<file path="config.mk">
export PLATFORM = sky130hd
export DESIGN_NAME = bcfs_ctrl
export DESIGN_NICKNAME = d
export VERILOG_FILES = /design/src/bcfs_pkg.sv /design/src/bcfs_spread_lfsr.sv /design/src/bcfs_ctrl.sv
export SDC_FILE = /design/constraint.sdc
export NUM_CORES = 1
export LEC_CHECK = 0
export BUFFER_PORTS_ARGS = -buffer_cell sky130_fd_sc_hd__buf_4
export CORE_MARGIN = 4
export CORE_UTILIZATION = 49
export DETAILED_ROUTE_END_ITERATION = 8
export PLACE_DENSITY = 0.72
export SLEW_MARGIN = 40
export SYNTH_ARGS = -nofsm -noshare
export SYNTH_HDL_FRONTEND = slang
export SYNTH_HIERARCHICAL = 1
export SYNTH_SLANG_ARGS = --single-unit
</file>
<file path="constraint.sdc">
create_clock -name sys_clk -period 5.9 [get_ports sys_clk]
set_input_delay 0.295 -clock sys_clk [delete_from_list [all_inputs] [get_ports sys_clk]]
set_output_delay 0.295 -clock sys_clk [all_outputs]
set_load 0.01 [all_outputs]
</file>
<file path="src/bcfs_pkg.sv">
/*
 Constants for the step-up clock fault and spread control block:
 register map, field positions, reset values, timing and spread limits.
 Assumes a 50 MHz system clock and a plain byte-addressed register port.
*/
`default_nettype none
package bcfs_pkg;
   localparam int CLK_HZ = 50_000_000;
   localparam int ADDR_W = 8;
   localparam int DATA_W = 32;
   localparam int CNT_W = 4;
   localparam int FREQ_W = 12;
   // register byte addresses
   localparam logic [ADDR_W-1:0] RAIL_CONTROL_ADDR = 8'h00;
   localparam logic [ADDR_W-1:0] SAFETY_CONFIG_THREE_ADDR = 8'h04;
   localparam logic [ADDR_W-1:0] STATUS_ADDR = 8'h08;
   localparam logic [ADDR_W-1:0] ERR_COUNT_ADDR = 8'h0C;
   localparam logic [ADDR_W-1:0] ERR_LIMIT_ADDR = 8'h10;
   localparam logic [ADDR_W-1:0] SPREAD_FREQ_ADDR = 8'h14;
   // rail control fields
   localparam int STEP_UP_ON_BIT = 0;
   localparam int RESET_COND_BIT = 1;
   localparam int CLK_MON_ON_BIT = 2;
   localparam int SYNC_MON_ON_BIT = 3;
   localparam int GO_ACTIVE_BIT = 4;
   localparam int CLK_MON_TEST_BIT = 5;
   // safety config three fields
   localparam int SPREAD_ON_BIT = 0;
   // status fields
   localparam int FAULT_BIT = 0;
   localparam int MON_TEST_FAIL_BIT = 1;
   localparam int FREQ_WARN_BIT = 2;
   localparam int STATE_LSB = 4;
   localparam int STATE_MSB = 6;
   // reset values
   localparam logic RESET_COND_RST = 1'b1;
   localparam logic CLK_MON_ON_RST = 1'b1;
   localparam logic [CNT_W-1:0] ERR_LIMIT_RST = 4'h7;
   // timing
   localparam int RESET_TIMEOUT_US = 10_000;
   localparam int HOST_STEP_SPACING_US = 50;
   localparam int HOST_STEP_LIMIT_KHZ = 100;
   localparam int SPREAD_STEP_US = 1;
   localparam int SPREAD_STEP_CYC = (SPREAD_STEP_US * (CLK_HZ / 1_000_000) > 1) ?
      SPREAD_STEP_US * (CLK_HZ / 1_000_000) : 1;
   // spread limits in kHz, frequency warning threshold in percent
   localparam logic [FREQ_W-1:0] FREQ_MIN_KHZ = 12'd1790;
   localparam logic [FREQ_W-1:0] FREQ_MAX_KHZ = 12'd2398;
   localparam logic [FREQ_W-1:0] FREQ_NOM_KHZ = 12'd2100;
   localparam int WARN_PCT = 17;
   localparam int PCT_FULL = 100;

   typedef enum logic [2:0] {
      ST_OFF, ST_RESET, ST_DIAG, ST_ACTIVE, ST_SAFE
   } bcfs_state_t;
endpackage : bcfs_pkg
`default_nettype wire

</file>
<file path="src/bcfs_spread_lfsr.sv">
/*
 Pseudo-random frequency picker for internal randomized spreading.
 Assumes a one-cycle step enable and the package spread limits.
*/
`timescale 1ns/10ps
`default_nettype none
module bcfs_spread_lfsr
   import bcfs_pkg::*;
#(
   parameter int LFSR_W = 10
) (
   input wire logic sys_clk, // system clock
   input wire logic resetn, // sync reset, active low
   input wire logic run, // spreading active
   input wire logic step, // one-cycle step enable
   output logic [FREQ_W-1:0] freqKhz // chosen frequency
);
   localparam logic [LFSR_W-1:0] SEED = 10'h1A5;
   localparam logic [FREQ_W-1:0] SPAN = FREQ_MAX_KHZ - FREQ_MIN_KHZ;
   logic [LFSR_W-1:0] lfsr_q;
   logic fb;

   assign fb = lfsr_q[LFSR_W-1] ^ lfsr_q[LFSR_W-4];

   always_ff @(posedge sys_clk) begin
      if (!resetn) begin
         lfsr_q <= SEED;
      end else if (step) begin
         lfsr_q <= {lfsr_q[LFSR_W-2:0], fb};
      end
   end

   always_ff @(posedge sys_clk) begin
      if (!resetn || !run) begin
         freqKhz <= FREQ_NOM_KHZ;
      end else if (step && FREQ_W'(lfsr_q) <= SPAN) begin
         freqKhz <= FREQ_MIN_KHZ + FREQ_W'(lfsr_q);
      end
   end
endmodule : bcfs_spread_lfsr
`default_nettype wire

</file>
<file path="src/bcfs_ctrl.sv">
/*
 Fail-safe control for the step-up converter switching-clock fault,
 with the recovery sequence and switching-clock spread control.
 Assumes analog monitors on pins (synchronised here) and a host
 register port on the system clock; the frequency input is local.
*/
// Our own choices: the placing of the registers and strobed register access.
`timescale 1ns/10ps
`default_nettype none
module bcfs_ctrl
   import bcfs_pkg::*;
#(
   parameter int RESET_TIMEOUT_CYC = RESET_TIMEOUT_US * (CLK_HZ / 1_000_000)
) (
   input wire logic sys_clk, // system clock
   input wire logic resetn, // sync reset, active low
   input wire logic [ADDR_W-1:0] regAddr, // register byte address
   input wire logic [DATA_W-1:0] regWdata, // write data
   input wire logic regWr, // write strobe
   input wire logic regRd, // read strobe
   output logic [DATA_W-1:0] regRdata, // read data, next cycle
   input wire logic clkFaultPin, // step-up clock monitor fault
   input wire logic oscGoodPin, // internal oscillator good
   input wire logic underVoltPin, // step-up below uv threshold
   input wire logic belowRestartPin, // step-up below restart level
   input wire logic selfTestDonePin, // self-test finished
   input wire logic selfTestPassPin, // self-test result
   input wire logic monTestDonePin, // clock monitor test finished
   input wire logic monTestFailPin, // clock monitor test result
   input wire logic extModeStrap, // factory: external modulation
   input wire logic [FREQ_W-1:0] measFreqKhz, // measured clock, kHz
   output logic stepUpEnable, // converter on
   output logic dischargeOn, // resistive discharge on
   output logic driveEnableIrqN, // drive-enable/irq pin, low=irq
   output logic mcuResetN, // mcu reset output, low=reset
   output logic selfTestStart, // self-test start pulse
   output logic monTestStart, // clock monitor test pulse
   output logic useSyncClock, // clocks follow sync input
   output logic spreadActive, // internal spreading running
   output logic [FREQ_W-1:0] spreadFreqKhz, // spread frequency
   output logic [2:0] stateOut // fail-safe state
);
   localparam int TMO_W = $clog2(RESET_TIMEOUT_CYC + 1);
   localparam int STEP_W = $clog2(SPREAD_STEP_CYC + 1);
   localparam int SYNC_N = 6;

   function automatic logic deviates(input logic [FREQ_W-1:0] f);
      logic [31:0] diff;
      diff = (f > FREQ_NOM_KHZ) ? 32'(f - FREQ_NOM_KHZ) : 32'(FREQ_NOM_KHZ - f);
      return (diff * PCT_FULL) >= (32'(FREQ_NOM_KHZ) * WARN_PCT);
   endfunction : deviates

   function automatic logic isOperating(input bcfs_state_t s);
      return s != ST_OFF;
   endfunction : isOperating

   // pin synchronisers
   logic [SYNC_N-1:0] pinRaw, sync1_q, sync2_q;
   logic strapSync1_q, strapSync2_q;
   logic clkFault, oscGood, underVolt, belowRestart;
   logic stDone, stPass, mtDone, mtFail;

   assign pinRaw = {clkFaultPin, oscGoodPin, underVoltPin, belowRestartPin,
                    selfTestDonePin, selfTestPassPin};

   always_ff @(posedge sys_clk) begin
      if (!resetn) begin
         sync1_q <= '0;
         sync2_q <= '0;
      end else begin
         sync1_q <= pinRaw;
         sync2_q <= sync1_q;
      end
   end

   logic [1:0] mtSync1_q, mtSync2_q;
   always_ff @(posedge sys_clk) begin
      if (!resetn) begin
         mtSync1_q <= '0;
         mtSync2_q <= '0;
      end else begin
         mtSync1_q <= {monTestDonePin, monTestFailPin};
         mtSync2_q <= mtSync1_q;
      end
   end

   // strap sync runs through reset, settled at release
   always_ff @(posedge sys_clk) begin
      strapSync1_q <= extModeStrap;
      strapSync2_q <= strapSync1_q;
   end

   assign {clkFault, oscGood, underVolt, belowRestart, stDone, stPass} = sync2_q;
   assign {mtDone, mtFail} = mtSync2_q;

   // factory mode caught once after reset release
   logic extMode_q, strapTaken_q;
   always_ff @(posedge sys_clk) begin
      if (!resetn) begin
         extMode_q <= 1'b0;
         strapTaken_q <= 1'b0;
      end else if (!strapTaken_q) begin
         extMode_q <= strapSync2_q;
         strapTaken_q <= 1'b1;
      end
   end

   bcfs_state_t state_q;
   logic clkFaultPrev_q, faultEvent;
   logic stepUpOn_q, resetCond_q, clkMonOn_q, syncMonOn_q, spreadOn_q;
   logic faultSticky_q, monFailSticky_q, freqWarn_q;
   logic [CNT_W-1:0] errCount_q, errLimit_q;
   logic [TMO_W-1:0] tmo_q;
   logic testBusy_q, monBusy_q;
   logic wrRail, wrCfg3, wrStatus, wrLimit;
   logic stFailEvent, stPassEvent;

   assign wrRail = regWr && regAddr == RAIL_CONTROL_ADDR;
   assign wrCfg3 = regWr && regAddr == SAFETY_CONFIG_THREE_ADDR;
   assign wrStatus = regWr && regAddr == STATUS_ADDR;
   assign wrLimit = regWr && regAddr == ERR_LIMIT_ADDR;

   assign faultEvent = clkFault && !clkFaultPrev_q && oscGood && clkMonOn_q
                       && isOperating(state_q);
   assign stPassEvent = testBusy_q && stDone && stPass;
   assign stFailEvent = testBusy_q && stDone && !stPass;

   always_ff @(posedge sys_clk) begin
      if (!resetn) begin
         clkFaultPrev_q <= 1'b0;
      end else begin
         clkFaultPrev_q <= clkFault;
      end
   end

   // fail-safe state machine
   always_ff @(posedge sys_clk) begin
      if (!resetn) begin
         state_q <= ST_RESET;
      end else if (faultEvent) begin
         state_q <= ST_SAFE;
      end else begin
         unique case (state_q)
            ST_OFF: begin
               state_q <= ST_OFF;
            end
            ST_RESET: begin
               if (stFailEvent) begin
                  state_q <= ST_SAFE;
               end else if (stPassEvent) begin
                  state_q <= ST_DIAG;
               end else if (tmo_q == TMO_W'(RESET_TIMEOUT_CYC)) begin
                  state_q <= ST_OFF;
               end
            end
            ST_DIAG: begin
               if (wrRail && regWdata[GO_ACTIVE_BIT]) begin
                  state_q <= ST_ACTIVE;
               end
            end
            ST_ACTIVE: begin
               state_q <= ST_ACTIVE;
            end
            ST_SAFE: begin
               if (errCount_q >= errLimit_q) begin
                  state_q <= ST_OFF;
               end else if (resetCond_q && underVolt) begin
                  state_q <= ST_RESET;
               end
            end
         endcase
      end
   end

   // reset state timeout, restarted on each entry
   always_ff @(posedge sys_clk) begin
      if (!resetn || state_q != ST_RESET) begin
         tmo_q <= '0;
      end else if (!underVolt) begin
         tmo_q <= '0;
      end else if (tmo_q != TMO_W'(RESET_TIMEOUT_CYC)) begin
         tmo_q <= tmo_q + 1'b1;
      end
   end

   // converter enable
   always_ff @(posedge sys_clk) begin
      if (!resetn) begin
         stepUpEnable <= 1'b0;
      end else if (faultEvent || state_q == ST_OFF) begin
         stepUpEnable <= 1'b0;
      end else if (state_q == ST_RESET && !stepUpEnable) begin
         stepUpEnable <= belowRestart && !clkFault;
      end else if (wrRail && regWdata[STEP_UP_ON_BIT]) begin
         stepUpEnable <= 1'b1;
      end
   end

   always_ff @(posedge sys_clk) begin
      dischargeOn <= 1'b0;
   end

   // self-test run with reset extension
   always_ff @(posedge sys_clk) begin
      if (!resetn || state_q != ST_RESET) begin
         testBusy_q <= 1'b0;
         selfTestStart <= 1'b0;
      end else begin
         selfTestStart <= !testBusy_q && !selfTestStart && stepUpEnable && !underVolt
                          && !faultEvent;
         if (selfTestStart) begin
            testBusy_q <= 1'b1;
         end else if (stDone) begin
            testBusy_q <= 1'b0;
         end
      end
   end

   always_ff @(posedge sys_clk) begin
      if (!resetn) begin
         mcuResetN <= 1'b0;
      end else begin
         mcuResetN <= state_q == ST_DIAG || state_q == ST_ACTIVE
                      || state_q == ST_SAFE;
      end
   end

   // error counter
   always_ff @(posedge sys_clk) begin
      if (!resetn) begin
         errCount_q <= '0;
      end else if ((faultEvent || stFailEvent) && errCount_q != '1) begin
         errCount_q <= errCount_q + 1'b1;
      end
   end

   // host configuration bits
   always_ff @(posedge sys_clk) begin
      if (!resetn) begin
         resetCond_q <= RESET_COND_RST;
         clkMonOn_q <= CLK_MON_ON_RST;
         errLimit_q <= ERR_LIMIT_RST;
      end else begin
         if (wrRail) begin
            resetCond_q <= regWdata[RESET_COND_BIT];
            clkMonOn_q <= regWdata[CLK_MON_ON_BIT];
         end
         if (wrLimit) begin
            errLimit_q <= regWdata[CNT_W-1:0];
         end
      end
   end

   // sync input monitor enable
   always_ff @(posedge sys_clk) begin
      if (!resetn) begin
         syncMonOn_q <= 1'b0;
      end else if (state_q == ST_RESET) begin
         syncMonOn_q <= 1'b0;
      end else if (wrRail) begin
         syncMonOn_q <= regWdata[SYNC_MON_ON_BIT];
      end
   end

   // internal spread enable
   always_ff @(posedge sys_clk) begin
      if (!resetn || state_q == ST_OFF) begin
         spreadOn_q <= 1'b0;
      end else if (wrCfg3 && state_q == ST_DIAG && !extMode_q) begin
         spreadOn_q <= regWdata[SPREAD_ON_BIT];
      end
   end

   // clock monitor diagnostic
   always_ff @(posedge sys_clk) begin
      if (!resetn) begin
         monBusy_q <= 1'b0;
         monTestStart <= 1'b0;
      end else begin
         monTestStart <= wrRail && regWdata[CLK_MON_TEST_BIT]
                         && state_q == ST_SAFE && !monBusy_q;
         if (monTestStart) begin
            monBusy_q <= 1'b1;
         end else if (mtDone) begin
            monBusy_q <= 1'b0;
         end
      end
   end

   // sticky status, set wins over clear
   always_ff @(posedge sys_clk) begin
      if (!resetn) begin
         faultSticky_q <= 1'b0;
         monFailSticky_q <= 1'b0;
      end else begin
         if (faultEvent) begin
            faultSticky_q <= 1'b1;
         end else if (wrStatus && regWdata[FAULT_BIT]) begin
            faultSticky_q <= 1'b0;
         end
         if (monBusy_q && mtDone && mtFail) begin
            monFailSticky_q <= 1'b1;
         end else if (wrStatus && regWdata[MON_TEST_FAIL_BIT]) begin
            monFailSticky_q <= 1'b0;
         end
      end
   end

   // irq pin low while fault pending
   always_ff @(posedge sys_clk) begin
      if (!resetn) begin
         driveEnableIrqN <= 1'b1;
      end else begin
         driveEnableIrqN <= !(faultEvent || (faultSticky_q
                            && !(wrStatus && regWdata[FAULT_BIT])));
      end
   end

   always_ff @(posedge sys_clk) begin
      if (!resetn) begin
         freqWarn_q <= 1'b0;
      end else begin
         freqWarn_q <= deviates(measFreqKhz);
      end
   end

   // sync clock only after reset release
   always_ff @(posedge sys_clk) begin
      if (!resetn) begin
         useSyncClock <= 1'b0;
         spreadActive <= 1'b0;
      end else begin
         useSyncClock <= extMode_q && mcuResetN && syncMonOn_q;
         spreadActive <= !extMode_q && spreadOn_q;
      end
   end

   // spread step divider
   logic [STEP_W-1:0] stepCnt_q;
   logic stepTick;
   assign stepTick = stepCnt_q == STEP_W'(SPREAD_STEP_CYC - 1);
   always_ff @(posedge sys_clk) begin
      if (!resetn || stepTick) begin
         stepCnt_q <= '0;
      end else begin
         stepCnt_q <= stepCnt_q + 1'b1;
      end
   end

   bcfs_spread_lfsr u_lfsr (
      .sys_clk(sys_clk),
      .resetn(resetn),
      .run(spreadActive),
      .step(stepTick),
      .freqKhz(spreadFreqKhz)
   );

   always_ff @(posedge sys_clk) begin
      if (!resetn) begin
         stateOut <= '0;
      end else begin
         stateOut <= state_q;
      end
   end

   // register read port
   always_ff @(posedge sys_clk) begin
      if (!resetn) begin
         regRdata <= '0;
      end else if (regRd) begin
         regRdata <= '0;
         unique case (regAddr)
            RAIL_CONTROL_ADDR: begin
               regRdata[STEP_UP_ON_BIT] <= stepUpEnable;
               regRdata[RESET_COND_BIT] <= resetCond_q;
               regRdata[CLK_MON_ON_BIT] <= clkMonOn_q;
               regRdata[SYNC_MON_ON_BIT] <= syncMonOn_q;
            end
            SAFETY_CONFIG_THREE_ADDR: begin
               regRdata[SPREAD_ON_BIT] <= spreadOn_q;
            end
            STATUS_ADDR: begin
               regRdata[FAULT_BIT] <= faultSticky_q;
               regRdata[MON_TEST_FAIL_BIT] <= monFailSticky_q;
               regRdata[FREQ_WARN_BIT] <= freqWarn_q;
               regRdata[STATE_MSB:STATE_LSB] <= state_q;
            end
            ERR_COUNT_ADDR: begin
               regRdata[CNT_W-1:0] <= errCount_q;
            end
            ERR_LIMIT_ADDR: begin
               regRdata[CNT_W-1:0] <= errLimit_q;
            end
            SPREAD_FREQ_ADDR: begin
               regRdata[FREQ_W-1:0] <= spreadFreqKhz;
            end
            default: begin
               regRdata <= '0;
            end
         endcase
      end else begin
         regRdata <= '0;
      end
   end
endmodule : bcfs_ctrl
`default_nettype wire

</file>
---- Word-level counts from Yosys, hierarchy flattened ----
Index checks and enable logic that the tools add are counted.
word-level totals
  register bits after elaboration ......... 130
  bits in writable memories ............... 0
  ROM bits ................................ 0
  output and inout bits ................... 55
  memories ................................ 0
  bits in latches ......................... 0
operators by class
  reduce and logical (&&, ||, !) cells .... 74
  shifts and indexed selects .............. 0
  equality and inequality tests ........... 20
  order comparisons ....................... 4
  $add $sub $neg .......................... 6
  mux-type cells .......................... 24
  div/mod/pow operators ................... 0
  bitwise logic cells ..................... 3
  multipliers ............................. 1
operators with widths
  cell                                                                  count
  logical AND 1 bit                                                     35
  greater-or-equal comparator 32 x 16 -> 1 bit (second input constant)  1
  multiplier 32 x 5 -> 30 bit (second input constant)                   1
  two-way mux 32 bit                                                    1
  two-way mux 3 bit                                                     7
  adder 19 x 1 -> 19 bit (second input constant)                        1
  equality test 19 bit (second input constant)                          1
  != test 19 bit (second input constant)                                1
  equality test 8 x 4 -> 1 bit (second input constant)                  2
  equality test 8 x 5 -> 1 bit (second input constant)                  2
  case mux 3 bit (5 select lines)                                       1
  logical NOT 1 bit                                                     14
  subtractor 12 x 12 -> 13 bit (first input constant)                   1
  subtractor 12 x 12 -> 13 bit (second input constant)                  1
  adder 11 x 10 -> 12 bit (first input constant)                        1
  > comparator 12 bit (second input constant)                           1
  != test 4 bit (second input constant)                                 3
  two-way mux 1 bit                                                     11
  less-or-equal comparator 10 bit (second input constant)               1
  case mux 2 bit (5 select lines)                                       1
  nonzero test 2 bit                                                    5
  logical OR 1 bit                                                      9
  AND reduction 3 bit                                                   3
  equality test 8 x 3 -> 1 bit (second input constant)                  1
  21 further kinds                                                      27

---- Depth between registers and ports, before layout ----
  word-level depth ........................ 7
  depth in mapped cells ................... 24

---- By module ----
Netlist, hierarchy kept.
modules (own cells, without submodules)
  module            area an instance (um^2)  cells an instance  times used  seq. area each (um^2)
  bcfs_ctrl         5501.5                   631                1           1761.7
  bcfs_spread_lfsr  1022.2                   107                1           440.4

---- Worst setup path before layout ----
OpenSTA, ideal clock, no wires.
  path kind ............................... input to register
  start point ............................. in measFreqKhz[6]
  end point ............................... reg freqWarn_q
  required time ........................... 5771 ps
  cell stages on the path ................. 23
  slack ................................... 961 ps
  arrival time ............................ 4810 ps
  path through ............................ buf_2 -> or4_4 -> buf_6 -> a211oi_2 -> or2b_2 -> buf_4 -> o31ai_1 -> o31ai_1 -> xnor2_1 -> inv_2 -> ha_1 -> ha_1 -> inv_1 -> fa_1 -> inv_1 -> ha_1 -> a21o_1 -> a2111oi_0 -> a211oi_1 -> o22ai_1 -> xnor2_1 -> o41ai_1 -> o21ai_1
on the way
  word-level cells in the longest chain between the ends .. 4
  elaborated cells on any way between the ends .. 6
ends and longest elaborated chain
  item                                                                 line              source
  start: declaration                                                   bcfs_ctrl.sv:31   input wire logic [FREQ_W-1:0] measFreqKhz,
  subtractor 12 x 12 -> 13 bit or > comparator 12 bit (tied branches)  bcfs_ctrl.sv:49   diff = (f > FREQ_NOM_KHZ) ? 32'(f - FREQ_NOM_KHZ) : 32'(FREQ_NOM_KHZ - f);
  two-way mux 32 bit *                                                 bcfs_ctrl.sv:49
  multiplier 32 x 5 -> 30 bit *                                        bcfs_ctrl.sv:50   return (diff * PCT_FULL) >= (32'(FREQ_NOM_KHZ) * WARN_PCT);
  greater-or-equal comparator 32 x 16 -> 1 bit *                       bcfs_ctrl.sv:50
  end signal: assignment                                               bcfs_ctrl.sv:323  freqWarn_q <= deviates(measFreqKhz);
  end: declaration                                                     bcfs_ctrl.sv:111  logic faultSticky_q, monFailSticky_q, freqWarn_q;
Mark *: on every way between the ends. The rest lies on a longest branch, timed or not.
A chain may end at the register's enable or synchronous reset.

---- Final worst setup path ----
  start point ............................. in measFreqKhz[0]
  end point ............................... reg freqWarn_q
The elaborated chain is that of the path after synthesis.

==> impl_metrics.json <==
{
  "outcome": "finished clean",
  "wl_met2_mm": 6.78,
  "period_share_pct": 88.4,
  "p_leak_nw": 3.17,
  "synthArstFlopShare_pct": 0,
  "yosysUniqueCellTypes": 76,
  "cts_tree": "done",
  "die_w_um": 123,
  "wl_mm": 14.1,
  "synth_area_mm2": 0.00652,
  "maxCapViolations": 0,
  "drive_above_1_share_pct": 14.1,
  "clock-skew-final_ns": 0.00643,
  "crit_path_start_kind": "primary input",
  "io_pins": 120,
  "fin_nets": 921,
  "row_count": 41,
  "grt_pass1_wl_mm": 23.5,
  "gp_congestion": 0.862,
  "cpMostUsedCell": "ha_1",
  "grt_max_degree": 66,
  "p_sw_mw": 0.664,
  "p_int_mw": 1.47,
  "insertion_delay_ns": 0.35,
  "vdd_drop_max_mv": 0.234,
  "mostFrequentLayoutCells": "dfxtp_1, buf_4, nor2_1",
  "post_cts_buffers": 0,
  "grtUsageTotal_pct": 18.9,
  "seq_power_share_pct": 35.8,
  "yosys_warnings": 6,
  "rsz0062_at_grt": "no",
  "sw_frac_of_total_pct": 31.1,
  "slowest_stage": "a2111oi_0",
  "htree_num_levels": 3,
  "dieArea_mm2": 0.0152,
  "multiInputGateArea_mm2": 0.00396,
  "cts-buffers-inserted": 9,
  "crit_fanout": 12,
  "period_needed_ns": 5.22,
  "critPathRequiredTime_ns": 6.12,
  "synth_edf_count": 0,
  "maxSlewHeadroom_pct": 51.5,
  "utilization_pct": 58.1,
  "cp_slowest_stage_delay_ns": 0.53,
  "regArea_mm2": 0.00220,
  "crit_family": "compound AO/OA/AOI/OAI gates",
  "avgSynthCellArea_um2": 8.84,
  "cellPowerDensity_mw_per_mm2": 287,
  "cts_sinks": 110,
  "setup_violations": 0,
  "fill_cells": 1160,
  "drtAntennaViolNets": 0,
  "ys_ff_latch": 110,
  "cp.arrival_ns": 5.44,
  "grt_remaining_overflow": 0,
  "dp_cells": 956,
  "dp_hpwl_mm": 10.7,
  "die_h_um": 123,
  "hold_path_class": "primary input to flop",
  "clock.fmax_ghz": 0.192,
  "p_comb_share_pct": 31.8,
  "crit_chain": "buf_4, inv_1, ha_1, nand2_1, a211oi_2, or2b_2, o21bai_2, o31ai_1, xnor2_1, inv_2, ha_1, ha_1, inv_1, fa_1, inv_1, ha_1, a21o_1, a2111oi_0, a211oi_1, o22ai_1, xnor2_1, o41ai_1, o21ai_1",
  "worst_pin_slew_ns": 0.710,
  "drcViolationCount": 0,
  "synthFlopType": "dfxtp_1",
  "vias_per_cell": 5.45,
  "stdcell_count": 972,
  "route.met3.wl_um": 633,
  "slew_viol_final": 0,
  "dr.pass1.iters": 4,
  "finalHoldViolations": 0,
  "ys_seq_area_share_pct": 33.8,
  "syn-instance-count": 738,
  "port_buffers": 72,
  "num_vias": 5297,
  "diodes": 0,
  "path_clk_slew_ns": 0.07,
  "wl_per_cell_um": 14.5,
  "finalSetupTns_ns": 0,
  "end_kind": "flop",
  "root_buffer": "clkbuf_16",
  "first_iter_violations": 288,
  "power.share.clock_pct": 32.4,
  "hold_buffers": 0,
  "grt_pass1_vias": 5115,
  "crit_buf_inv": 5,
  "initial_core_util_pct": 50.9,
  "coreArea_mm2": 0.0128,
  "antenna_found_initial": 0,
  "wl_met1_mm": 6.29,
  "path_class": "primary input to flop",
  "top_layer": "met4",
  "ctsResizeCount": 0,
  "syn2layout_area_growth_pct": 14.2,
  "final_common_cell": "dfxtp_1",
  "cts_buffer_depth": 2
}
[logic make-up (layout without fill, tap and decap cells)]
| family | Yosys count | in the layout | share of synthesized area [%] |
|---|---|---|---|
| AO/OA/AOI/OAI | 145 | 145 | 16.1 |
| XOR/XNOR | 48 | 48 | 6.56 |
| buffers and inverters | 92 | 134 | 6.85 |
| AND/OR/NAND/NOR | 265 | 265 | 21.3 |
| flip-flops | 110 | 110 | 33.8 |
| other | 1 | 21 | 0.0575 |
| adder cells (fa/ha/maj) | 61 | 61 | 13.0 |
| multiplexers | 16 | 16 | 2.45 |
[power by group through the flow]
| stage | Clock [mW] | Sequential [mW] | Combinational, mW |
|---|---|---|---|
| final | 0.692 | 0.764 | 0.680 |
| after global placement | 0 | 0.781 | 0.653 |
| after global routing | 0.734 | 0.765 | 0.774 |
| after detailed placement | 0 | 0.781 | 0.680 |
| after floorplan | 0 | 0.779 | 0.541 |
| after CTS | 0.706 | 0.764 | 0.684 |
[through the flow]
stage          hold WS, ns  total power, mW  setup WS [ns]  area (um^2)
2_1_floorplan        0.310             1.32          0.961         6600
5_1_grt             0.0445             2.27          0.279         7450
6_report            0.0526             2.14          0.682         7450
3_5_place_dp         0.317             1.46          0.354         7090
4_1_cts             0.0422             2.15          0.718         7440
3_3_place_gp         0.321             1.43          0.450         7090
[state kept, by name, indices dropped and copies added, names as in the netlist, 2 cells and up]
signal / cells
mtSync2_q: 2
sync1_q: 6
mtSync1_q: 2
u_lfsr/lfsr_q: 10
stateOut: 3
regRdata: 12
tmo_q: 19
state_q: 3
errCount_q: 4
errLimit_q: 4
sync2_q: 6
stepCnt_q: 6
u_lfsr/freqKhz: 12
[synthesized netlist by cell type (3+ instances only)]
cell type	n	area (um^2)
a211o_1	3	26.3
a211oi_1	7	52.6
a211oi_2	3	37.5
a21boi_0	5	37.5
a21o_1	9	67.6
a21oi_1	32	160
a221oi_1	4	35.0
a22oi_1	5	37.5
a31oi_1	6	37.5
and2_1	37	231
and3_1	7	43.8
and4_1	3	26.3
buf_2	3	15.0
buf_4	22	165
clkbuf_1	19	71.3
dfxtp_1	110	2200
fa_1	11	220
ha_1	50	626
inv_1	43	161
mux2i_1	16	160
nand2_1	51	191
nand2b_1	3	18.8
nand3_1	30	150
nand3b_1	5	37.5
nand4_1	8	50.1
nand4b_1	4	35.0
nor2_1	61	229
nor2b_1	14	87.6
nor3_1	10	50.1
nor3b_1	4	30.0
nor4_1	9	56.3
o211a_1	4	40.0
o211ai_1	4	30.0
o21ai_0	23	115
o21ai_1	5	25.0
o31ai_1	7	52.6
or2_2	3	18.8
or3_1	4	25.0
xnor2_1	29	254
xor2_1	18	158
[worst reg2reg max path, cell delays in order, from the launching register on]
cell and delay (ns):
dfxtp_1 0.38, nor4b_1 0.31, nand4_1 0.17, nor4_2 0.65
nor2_1 0.08, nor3_1 0.33, a31o_2 0.21
[metal layers]
metal  up-vias  GRT usage [%]
li1       2652              -
met1      2482           24.7
met2       139           32.2
met3        24           1.60
met4         0           7.68
met5         -              0
[final cells by class]
cell class                 instances  area share (%)
tap                              172            2.89
clock buffer                      10            3.07
clock inverter                     6            1.58
sequential                       110            29.6
timing repair buffer              74            7.46
multi-input combinational        556            53.2
inverter                          44            2.22
[worst paths after layout]
kind | from | to | slack (ns) | depth (start not counted)
setup / recovery | measFreqKhz[0] | freqWarn_q | 0.68 | 23
hold / removal | extModeStrap | strapSync1_q | 0.05 | 1
setup reg to reg | tmo_q[2] | state_q[0] | 3.72 | 6
hold reg to reg | strapSync1_q | strapSync2_q | 0.34 | 0
Power figures use the tool's default switching activity.
